## src/verilog/err_sum_pkg.sv

```systemverilog
/*
 error-summary block constants, field positions and carrier structs.
 assumes one 20 MHz clock and a synchronous active-low reset from the host node.
*/
// What this block does
// RQ1 - responder_fail_node bits 25:20 load on each accepted cycle, freeze while error set
// RQ2 - responder_fail_command bits 19:16 load likewise, freeze on failure, release on clear
// RQ3 - multiple_error_flag bit 14 sets on second error; power loss ignored; flags write-one clear
// RQ4 - corrected map read ECC sets bit 13, locks responder address, mask bit 10 interrupts
// RQ5 - fatal map read ECC sets bit 12, locks responder address, mask bit 9 interrupts
// RQ6 - invalid map entry on DMA sets bit 11, locks bus address, mask bit 11 interrupts
// RQ7 - corrected translate fetch sets bit 10 only when translating; mask bit 10
// RQ8 - fatal translate fetch sets bit 9 only when translating; mask bit 9
// RQ9 - no-translation or 40-bit 8K pages: A29 set means invalid address
// RQ10 - 40-bit 4K pages: A28-A29 nonzero invalid; 40-bit: A25-A28 nonzero invalid
// RQ11 - invalid address sets bit 8, locks, mask bit 8; DMA write gets vectored write fault
// RQ12 - internal fault on bad state or parity; map/loopback write parity also sets write failure
// RQ13 - internal fault bit 7 issues vectored write-fault transaction when globally enabled
// RQ14 - I/O write failure bit 6 locks responder address, issues vectored write fault
// RQ15 - power loss bit 5 resets to one, set by power/reset events, vectored, self-test clears
// RQ16 - buffer A/B data parity sets bit 4/2, vectored write fault when enabled
// RQ17 - buffer A/B command parity sets bit 3/1; vectored only on write; mask bits 3/1
// RQ18 - I/O read parity sets bit 0; read error reply or return vector; mask bit 0
// RQ19 - mask register at offset 14 hex gates error interrupt per flag
// RQ20 - vectored transactions only with bit 31 set and destination mask nonzero
// RQ21 - page, fatal DMA ECC, address, command parity, timeout vector only on DMA write
// RQ22 - software must set the global vectored enable for proper reporting
// RQ23 - each destination mask bit selects the matching system bus node
// RQ24 - error interrupt holds while any flag and its mask are both set
package err_sum_pkg;
   localparam logic [7:0] summary_offset = 8'h10;
   localparam logic [7:0] irq_mask_offset = 8'h14;
   localparam logic [7:0] vector_dest_offset = 8'h18;
   localparam int fail_node_lsb = 20;
   localparam int fail_cmd_lsb = 16;
   localparam int multi_bit = 14;
   localparam int power_loss_bit = 5;
   localparam int cable_ok_bit = 31;
   localparam int vec_enable_bit = 31;
   localparam logic [31:0] summary_reset = 32'h8000_0020;
   localparam logic [31:0] mask_writable = 32'h8000_0FFF;
   localparam logic [15:0] flag_bits = 16'h7FFF; // bits 14:0 are write-one-clear flags
   localparam logic [3:0] write_fault_type = 4'h1;

   typedef enum logic [1:0] {xlate_none, xlate_40_8k, xlate_40_4k, xlate_other} xlate_mode_e;

   // one failure report from the datapath, one-cycle pulses
   typedef struct packed {
      logic map_corr;
      logic map_fatal;
      logic bad_page;
      logic xlate_corr;
      logic xlate_fatal;
      logic bad_state;
      logic map_wr_parity;
      logic loop_wr_parity;
      logic loop_rd_parity;
      logic io_write_fail;
      logic power_event;
      logic buf_a_data_pe;
      logic buf_a_cmd_pe;
      logic buf_b_data_pe;
      logic buf_b_cmd_pe;
      logic io_read_pe;
      logic timeout;
      logic dma_write;
   } fault_s;

   // register port request
   typedef struct packed {
      logic rd;
      logic wr;
      logic [7:0] offset;
      logic [31:0] wdata;
   } reg_req_s;
endpackage
```

## src/verilog/err_sum.sv

```systemverilog
/*
 error summary, interrupt mask and vectored error-interrupt logic.
 assumes registers reach it through node-space reads/writes; datapath supplies fault pulses.
*/
`timescale 1ns/100ps
module err_sum (
   input wire logic clock,
   input wire logic reset_n,
   input wire err_sum_pkg::reg_req_s req,
   output logic [31:0] rdata,
   input wire logic cmd_accept,
   input wire logic [5:0] cmd_node,
   input wire logic [3:0] cmd_code,
   input wire logic cable_ok,
   input wire logic self_test_pass,
   input wire err_sum_pkg::fault_s fault,
   input wire logic dma_req,
   input wire logic [31:0] dma_addr,
   input wire err_sum_pkg::xlate_mode_e xlate_mode,
   input wire logic vec_ack,
   output logic error_irq,
   output logic vec_irq_req,
   output logic [15:0] vec_irq_dest,
   output logic [3:0] vec_irq_type,
   output logic responder_lock,
   output logic bus_addr_lock,
   output logic loop_abort,
   output logic read_error_reply,
   output logic use_return_vector
);
   import err_sum_pkg::*;

   logic [15:0] flags_ff, nxt_flags;
   logic [5:0] fail_node_ff, nxt_fail_node;
   logic [3:0] fail_cmd_ff, nxt_fail_cmd;
   logic [31:0] mask_ff, nxt_mask;
   logic [15:0] dest_ff, nxt_dest;
   logic vec_pend_ff, nxt_vec_pend;
   logic [15:0] set_vec, clr_vec;
   logic bad_addr, vec_trig, bad_xlate, resp_fail;

   // address range check per translation mode
   always_comb begin
      bad_addr = 1'b0;
      if ((xlate_mode == xlate_none || xlate_mode == xlate_40_8k) && dma_addr[29])
         bad_addr = 1'b1; // see RQ9
      if (xlate_mode == xlate_40_4k && dma_addr[29:28] != 2'b00)
         bad_addr = 1'b1; // see RQ10
      // the A25-A28 window only matters in the 40-bit modes
      if ((xlate_mode == xlate_40_8k || xlate_mode == xlate_40_4k) && dma_addr[28:25] != 4'h0)
         bad_addr = 1'b1; // see RQ10
      bad_addr = bad_addr && dma_req;
   end

   // translate faults only count when a translation mode is active
   assign bad_xlate = xlate_mode != xlate_none;

   // new flag events, one bit per summary bit
   always_comb begin
      set_vec = 16'h0000;
      set_vec[13] = fault.map_corr; // see RQ4
      set_vec[12] = fault.map_fatal; // see RQ5
      set_vec[11] = fault.bad_page; // see RQ6
      set_vec[10] = fault.xlate_corr && bad_xlate; // see RQ7
      set_vec[9] = fault.xlate_fatal && bad_xlate; // see RQ8
      set_vec[8] = bad_addr; // see RQ11
      set_vec[7] = fault.bad_state || fault.map_wr_parity || fault.loop_wr_parity
         || fault.loop_rd_parity; // see RQ12
      set_vec[6] = fault.io_write_fail || fault.map_wr_parity
         || fault.loop_wr_parity; // see RQ12 see RQ14
      set_vec[5] = fault.power_event; // see RQ15
      set_vec[4] = fault.buf_a_data_pe; // see RQ16
      set_vec[3] = fault.buf_a_cmd_pe; // see RQ17
      set_vec[2] = fault.buf_b_data_pe; // see RQ16
      set_vec[1] = fault.buf_b_cmd_pe; // see RQ17
      set_vec[0] = fault.io_read_pe; // see RQ18
   end

   // write-one clears, only on the summary offset
   always_comb begin
      clr_vec = 16'h0000;
      if (req.wr && req.offset == summary_offset)
         clr_vec = req.wdata[15:0] & flag_bits;
   end

   // locks hold while any locking flag is still set
   assign responder_lock = |(flags_ff[13:12]) || flags_ff[7] || flags_ff[6]
      || flags_ff[0]; // see RQ4 see RQ5 see RQ14
   assign bus_addr_lock = |(flags_ff[11:8]); // see RQ6 see RQ11
   assign resp_fail = fault.map_corr || fault.map_fatal || fault.io_write_fail
      || fault.io_read_pe || set_vec[7];

   // summary flags; set beats clear in the same cycle
   always_comb begin
      logic [15:0] others_old;
      logic [15:0] others_new;
      others_old = flags_ff & flag_bits & ~(16'h0001 << power_loss_bit);
      others_new = set_vec & ~(16'h0001 << power_loss_bit);
      nxt_flags = ((flags_ff & ~clr_vec) | set_vec) & flag_bits; // see RQ3
      if (others_new != 16'h0000 && (others_old & ~clr_vec) != 16'h0000)
         nxt_flags[multi_bit] = 1'b1; // see RQ3
      if (self_test_pass && !set_vec[power_loss_bit])
         nxt_flags[power_loss_bit] = 1'b0; // see RQ15
   end

   // failing node and command follow the bus until a responder failure locks them
   always_comb begin
      nxt_fail_node = fail_node_ff;
      nxt_fail_cmd = fail_cmd_ff;
      if (cmd_accept && !responder_lock && !resp_fail) begin
         nxt_fail_node = cmd_node; // see RQ1
         nxt_fail_cmd = cmd_code; // see RQ2
      end
   end

   // mask and destination registers
   always_comb begin
      nxt_mask = mask_ff;
      nxt_dest = dest_ff;
      if (req.wr && req.offset == irq_mask_offset)
         nxt_mask = req.wdata & mask_writable; // see RQ19
      else if (req.wr && req.offset == vector_dest_offset)
         nxt_dest = req.wdata[15:0]; // see RQ23
   end

   // vectored trigger set: unconditional ones plus write-qualified ones
   assign vec_trig = set_vec[7] || set_vec[6] || set_vec[5] || set_vec[4] || set_vec[2]
      || (fault.dma_write && (set_vec[11] || set_vec[9] || set_vec[8] || set_vec[3]
      || set_vec[1] || fault.timeout)); // see RQ13 see RQ20 see RQ21

   // one pending vectored transaction, held until the bus takes it
   always_comb begin
      nxt_vec_pend = vec_pend_ff;
      if (vec_ack)
         nxt_vec_pend = 1'b0;
      if (vec_trig && mask_ff[vec_enable_bit] && dest_ff != 16'h0000)
         nxt_vec_pend = 1'b1; // see RQ20 see RQ11
   end

   always_ff @(posedge clock) begin
      if (!reset_n) begin
         flags_ff <= summary_reset[15:0]; // see RQ15
         fail_node_ff <= 6'h00;
         fail_cmd_ff <= 4'h0;
         mask_ff <= 32'h0000_0000;
         dest_ff <= 16'h0000;
         vec_pend_ff <= 1'b0;
      end else begin
         flags_ff <= nxt_flags;
         fail_node_ff <= nxt_fail_node;
         fail_cmd_ff <= nxt_fail_cmd;
         mask_ff <= nxt_mask;
         dest_ff <= nxt_dest;
         vec_pend_ff <= nxt_vec_pend;
      end
   end

   // read mux; unmapped offsets read zero
   always_comb begin
      rdata = 32'h0000_0000;
      if (req.offset == summary_offset) begin
         rdata[cable_ok_bit] = cable_ok;
         rdata[fail_node_lsb +: 6] = fail_node_ff;
         rdata[fail_cmd_lsb +: 4] = fail_cmd_ff;
         rdata[15:0] = flags_ff;
      end else if (req.offset == irq_mask_offset) begin
         rdata = mask_ff;
      end else if (req.offset == vector_dest_offset) begin
         rdata[15:0] = dest_ff;
      end
   end

   assign error_irq = |(flags_ff[13:0] & {mask_ff[10], mask_ff[9], mask_ff[11:0]}); // see RQ24
   assign vec_irq_req = vec_pend_ff;
   assign vec_irq_dest = dest_ff; // see RQ23
   assign vec_irq_type = write_fault_type; // see RQ13
   assign loop_abort = fault.loop_wr_parity || fault.loop_rd_parity; // see RQ12
   assign read_error_reply = fault.io_read_pe && !fault.dma_write; // see RQ18
   assign use_return_vector = fault.io_read_pe && fault.dma_write; // see RQ18

   // failing node follows each accepted cycle while nothing holds it
   property p_fail_node_follows;
      @(posedge clock) disable iff (!reset_n)
         cmd_accept && !responder_lock && !resp_fail |=> fail_node_ff == $past(cmd_node);
   endproperty
   a_fail_node_follows: assert property (p_fail_node_follows) // see RQ1
      else $error("failing node not captured");

   // failing command must not move while a responder failure is logged
   property p_fail_cmd_frozen;
      @(posedge clock) disable iff (!reset_n)
         responder_lock && !req.wr |=> $stable(fail_cmd_ff);
   endproperty
   a_fail_cmd_frozen: assert property (p_fail_cmd_frozen) // see RQ2
      else $error("failing command changed while locked");

   // a second error on top of an uncleared one marks multiple errors
   property p_multi;
      @(posedge clock) disable iff (!reset_n)
         (|flags_ff[13:6]) && (|set_vec[4:0]) && !req.wr |=> flags_ff[multi_bit];
   endproperty
   a_multi: assert property (p_multi) // see RQ3
      else $error("multiple error not flagged");

   // power loss alone never marks multiple errors
   property p_multi_power;
      @(posedge clock) disable iff (!reset_n)
         set_vec == (16'h0001 << power_loss_bit) && !flags_ff[multi_bit] |=> !flags_ff[multi_bit];
   endproperty
   a_multi_power: assert property (p_multi_power) // see RQ3
      else $error("power loss counted as multiple error");

   // writing one clears a flag when no new event lands in that cycle
   property p_flag_clear;
      @(posedge clock) disable iff (!reset_n)
         req.wr && req.offset == summary_offset && req.wdata[7] && !set_vec[7]
         |=> !flags_ff[7];
   endproperty
   a_flag_clear: assert property (p_flag_clear) // see RQ3
      else $error("write one did not clear the flag");

   // corrected map read sets its flag and holds the responder log
   property p_map_corr;
      @(posedge clock) disable iff (!reset_n)
         fault.map_corr |=> flags_ff[13] && responder_lock;
   endproperty
   a_map_corr: assert property (p_map_corr) // see RQ4
      else $error("map corrected flag missing");

   // fatal map read sets its flag and holds the responder log
   property p_map_fatal;
      @(posedge clock) disable iff (!reset_n)
         fault.map_fatal |=> flags_ff[12] && responder_lock;
   endproperty
   a_map_fatal: assert property (p_map_fatal) // see RQ5
      else $error("map fatal flag missing");

   // invalid map entry sets its flag and holds the bus address log
   property p_bad_page;
      @(posedge clock) disable iff (!reset_n)
         fault.bad_page |=> flags_ff[11] && bus_addr_lock;
   endproperty
   a_bad_page: assert property (p_bad_page) // see RQ6
      else $error("bad page flag missing");

   // translate faults are ignored while no translation runs
   property p_xlate_gate;
      @(posedge clock) disable iff (!reset_n)
         fault.xlate_corr && xlate_mode == xlate_none && !flags_ff[10] && !req.wr
         |=> !flags_ff[10];
   endproperty
   a_xlate_gate: assert property (p_xlate_gate) // see RQ7
      else $error("translate flag set without translation");

   // A29 is out of range without translation
   property p_a29;
      @(posedge clock) disable iff (!reset_n)
         dma_req && xlate_mode == xlate_none && dma_addr[29] |=> flags_ff[8] && bus_addr_lock;
   endproperty
   a_a29: assert property (p_a29) // see RQ9
      else $error("A29 not flagged");

   // A28 is out of range with small pages
   property p_a28_4k;
      @(posedge clock) disable iff (!reset_n)
         dma_req && xlate_mode == xlate_40_4k && dma_addr[28] |=> flags_ff[8];
   endproperty
   a_a28_4k: assert property (p_a28_4k) // see RQ10
      else $error("A28 not flagged with small pages");

   // internal fault raises a vectored request when enabled
   property p_ie_vec;
      @(posedge clock) disable iff (!reset_n)
         fault.bad_state && mask_ff[vec_enable_bit] && dest_ff != 16'h0000 |=> vec_irq_req;
   endproperty
   a_ie_vec: assert property (p_ie_vec) // see RQ13
      else $error("internal fault not vectored");

   // write failure sets its flag and holds the responder log
   property p_write_fail;
      @(posedge clock) disable iff (!reset_n)
         fault.io_write_fail |=> flags_ff[6] && responder_lock;
   endproperty
   a_write_fail: assert property (p_write_fail) // see RQ14
      else $error("write failure flag missing");

   // a power event always sets power loss, even against a self-test clear
   property p_power_event;
      @(posedge clock) disable iff (!reset_n)
         fault.power_event |=> flags_ff[power_loss_bit];
   endproperty
   a_power_event: assert property (p_power_event) // see RQ15
      else $error("power loss not set by event");

   // reset itself counts as a power event
   property p_power_reset;
      @(posedge clock)
         !reset_n |=> flags_ff[power_loss_bit];
   endproperty
   a_power_reset: assert property (p_power_reset) // see RQ15
      else $error("power loss not set by reset");

   // no vectored request unless enabled with a destination
   property p_vec_gate;
      @(posedge clock) disable iff (!reset_n)
         $rose(vec_irq_req) |-> $past(mask_ff[vec_enable_bit]) && $past(dest_ff) != 16'h0000;
   endproperty
   a_vec_gate: assert property (p_vec_gate) // see RQ20
      else $error("vectored request without enable");

   // a pending vectored request stands until the bus takes it
   property p_vec_hold;
      @(posedge clock) disable iff (!reset_n)
         vec_irq_req && !vec_ack |=> vec_irq_req;
   endproperty
   a_vec_hold: assert property (p_vec_hold) // see RQ20
      else $error("vectored request dropped before acknowledge");

   // an unmasked flag keeps the error interrupt up
   property p_irq;
      @(posedge clock) disable iff (!reset_n)
         flags_ff[0] && mask_ff[0] |-> error_irq;
   endproperty
   a_irq: assert property (p_irq) // see RQ24
      else $error("error interrupt missing");

   c_vec: cover property (@(posedge clock) disable iff (!reset_n) vec_irq_req && vec_ack);
   c_multi: cover property (@(posedge clock) disable iff (!reset_n) $rose(flags_ff[multi_bit]));
   c_irq: cover property (@(posedge clock) disable iff (!reset_n) $fell(error_irq));
endmodule

```

## config.mk

```make
export PLATFORM = sky130hd
export DESIGN_NAME = err_sum
export DESIGN_NICKNAME = d
export VERILOG_FILES = /design/src/verilog/err_sum_pkg.sv /design/src/verilog/err_sum.sv
export SDC_FILE = /design/constraint.sdc
export NUM_CORES = 1
export LEC_CHECK = 0
export BUFFER_PORTS_ARGS = -buffer_cell sky130_fd_sc_hd__buf_2
export CAP_MARGIN = 20
export CORE_UTILIZATION = 45
export CTS_BUF_LIST = sky130_fd_sc_hd__clkbuf_16
export DETAILED_ROUTE_END_ITERATION = 7
export PLACE_DENSITY_LB_ADDON = 0.25
export RECOVER_POWER = 50
export REMOVE_ABC_BUFFERS = 1
export SYNTH_ARGS = -nofsm -noshare
export SYNTH_HDL_FRONTEND = slang
export SYNTH_SLANG_ARGS = --single-unit
```

## constraint.sdc

```tcl
create_clock -name clock -period 2.6 [get_ports clock]
set_input_delay 0.52 -clock clock [delete_from_list [all_inputs] [get_ports clock]]
set_output_delay 0.52 -clock clock [all_outputs]
set_load 0.01 [all_outputs]
```

==> impl_results.md <==
* Leading area contributor after synthesis: dfxtp_1
* EDFF count, synth at 0
* Clock Skews at between 0.006 and 0.007 ns
* Post-Place Setup Slack at -0.00843 ns
* Initial Util at between 40 and 50%
* Slew margin rel. at slightly above 60%
* Crit path time final at 2.50 ns
* M1 GR Usage at 32.0%
* Largest net degree at the start of global routing at 40
* RSZ-0062 raised after global routing: false
* Number of global-route vias before repair at 2638
* Simple-gate share of the synthesized area at ~24%
* Crit path top cell by count: nor4_1
* Actual slew at the worst max-slew pin at 0.579 ns
* Die width at 84.4 um
* FF-to-FF path depth at 4
* GR peak layer: met2
* Reg-to-reg slack, setup at between 1 and 1.5 ns
* I/O pin count at between 150 and 200
* CP startpoint: req[37]
* Area post-placement at 3740 um2
* Remaining Overflow, GRT at 0
* Drt wl/cell at 15.4 um
* Ys async rst share at 0%
* Crit path max-delay cell type: or4b_4
* Cell leakage power at between 1.5 and 2 nW
* Reg-to-reg endpoint: vec_irq_req$_SDFFE_PN0P_
* Setup ws final at between 0.1 and 0.15 ns
* Tcrit/Tclk final at between 90% and 100%
* HPWL after DPL at 6240 um
* Clock Tree Buf Depth at 2
* TritonCTS clock tree: yes
* CTS clock-pin slew for the worst setup and hold paths at about 0.06 ns
* GR Layer Usage met3 at 3.83%
* Multiplexer share of the synthesized area at a little under a fifth
* Filler cells at between 600 and 700
* Post-synth top area share at a little over a third
* Util after Layout at 58.7%
* CTS root buf: clkbuf_16
* Slowest Stage Delay on Critical Path at 0.53 ns
* Layout Nets at 570
* WP data arrival at around 2.7 ns
* Final Slew Violations at 0
* Die ar. at approximately 7100 um2
* Peak VDD IR at approximately 340 uV
* Finished Cell Area at between 3000 and 4000 um2
* GR Layer Usage met2 at a little under two fifths
* Global-route wire length before repair at ~13000 um
* Worst-Skew Late Latency at 0.29 ns
* Final hold slack at roughly 0.45 ns
* Crit-path max FO at 9
* Post-synthesis compound-gate area fraction at about 14%
* Initial DRC count at 140
* DRT Pass-1 Iters at 6
* Antenna violations before repair at 0
* Main area contributors after synthesis: dfxtp_1 (36%), mux2i_1 (18%), nor2b_1 (9.0%)
* Total wire length at 8220 um
* Routed vias at 2814
* Seq cells post-synth at between 50 and 60
* Crit Reg-Reg Startpoint: vec_irq_dest[11]$_SDFFE_PN0P_
* GPL Wtd Cong at about 0.84
* Cells after Synth at approximately 340
* Core box area at approximately 6500 um2
* PwrDens at 457 nW/um2
* Kind of end point of the critical path: flop
* Total track usage at 23.3%
* Die Ht at between 80 and 90 um
* Crit-path cells: buf_2 -> or4b_4 -> clkbuf_1 -> nor4_1 -> buf_12 -> a21boi_1 -> nor4_1 -> a31oi_1
* Xor/xnor cell area share of the yosys netlist at 0%
* Data required, critical path at around 2.8 ns
* Clk sinks at 55
* Top cells by count, synth: dfxtp_1 (55), mux2i_1 (55), nor2b_1 (44), nor2_1 (27)
* Worst setup path endpoint: flags_ff[14]$_SDFF_PN0_
* Startpoint Class: input port
* Mean Syn Cell Area at 9.01 um2
* DR DRC count at 20
* Via density at approximately 5.3
* Yosys cell types at 42
* Hold_buf cts at 0
* TritonCTS Buffers at 5
* Max_cap viols at 0
* Port bufs at about 120
* Failing checks: design-rule violations
* Synth warnings at 0
* Post-synth top flop: dfxtp_1
* Rows at 29
* Setup violators final at 0
* Largest family of logic cells by synthesized area: simple AND/OR/NAND/NOR gates
* Worst hold path class: input port to flop
* Total power at ~1.7 mW
* Post-synthesis sequential area ratio at 36.0%
* Synthesized cell area at 3060 um2
* Status: finished with violations
* Share of layout cells above drive strength 1 at 26.5%
* Setup CP Type: input port to flop
* Max Fclk at ~400 MHz
* Ant diodes at 0
* Adder-Cell Fraction of Synth Area at under 10%
* Antenna Nets Post-Route at 0
* Hold Vio Cnt, Final at 0
* Max H-tree Level at 2
* Area growth syn-to-layout at 24.0%
## cells in the final DEF (no fill, tap or decap), types with 10 or more instances in the layout
cell       n
nor2b_1   44
a21oi_1   12
and2_1    11
mux2i_1   55
buf_2     95
clkbuf_1  24
nor3_1    10
buf_4     11
nor2_1    28
nand2_1   11
dfxtp_1   55
## metrics by stage
step | setup TNS, ns | cells
2_1_floorplan | -0.282 | 317
3_3_place_gp | -0.146 | 526
3_5_place_dp | -0.0252 | 526
4_1_cts | 0 | 534
5_1_grt | 0 | 534
6_report | 0 | 534
## power by group
part	switching, mW	internal, mW
clock	0.291	0.348
combinational	0.113	0.102
sequential	0.0178	0.859
## sequential cells by signal, summed over array words and instances, names as in the netlist
register	count
vec_irq_dest	16
fail_node_ff	6
fail_cmd_ff	4
mask_ff	13
vec_irq_req	1
flags_ff	15
## worst min path at each step
stage	start	end	slack [ns]	cells past startpoint
6_report	fault[17]	flags_ff[13]$_SDFF_PN0_	0.45	2
3_5_place_dp	fail_cmd_ff[3]$_SDFFE_PN0P_	fail_cmd_ff[3]$_SDFFE_PN0P_	0.50	2
3_3_place_gp	fail_node_ff[1]$_SDFFE_PN0P_	fail_node_ff[1]$_SDFFE_PN0P_	0.49	2
2_1_floorplan	flags_ff[3]$_SDFF_PN0_	flags_ff[3]$_SDFF_PN0_	0.46	2
5_1_grt	fault[16]	flags_ff[12]$_SDFF_PN0_	0.46	2
4_1_cts	fault[17]	flags_ff[13]$_SDFF_PN0_	0.45	2
## area by class of cell
class	count	area [um2]	share of cell area, %
Multi-Input combinational cell	254	1750	46.3
Tap cell	77	96.3	2.54
Clock inverter	3	11.3	0.297
Clock buffer	5	125	3.30
Sequential cell	55	1100	29.1
Inverter	8	30.0	0.792
Timing Repair Buffer	132	673	17.8
## layer usage
layer / up-vias / wire length [um]
li1: 1397 / -
met1: 1305 / 3870
met2: 107 / 3780
met3: 5 / 500
met4: 0 / 69
met5: - / 0
## cell families after synthesis
family                   after synthesis
AO/OA/AOI/OAI                         56
adder cells (fa/ha/maj)                3
buffers and inverters                 37
flip-flops                            55
multiplexers                          55
other                                  2
AND/OR/NAND/NOR                      131
## repair_timing
item / in CTS / in global routing
endpoints found under the setup margin: 8 / 7
gates resized for setup: 1 / 2
cloned: 0 / 0
buffers inserted: 0 / 0
## worst max-delay path: cells and delay by family
family	cells	cell delay (ns)
and+or+nand+nor	3	1.40
buffers and inverters	3	0.51
AOI/OAI and AO/OA	2	0.23
Power figures use the tool's default switching activity.
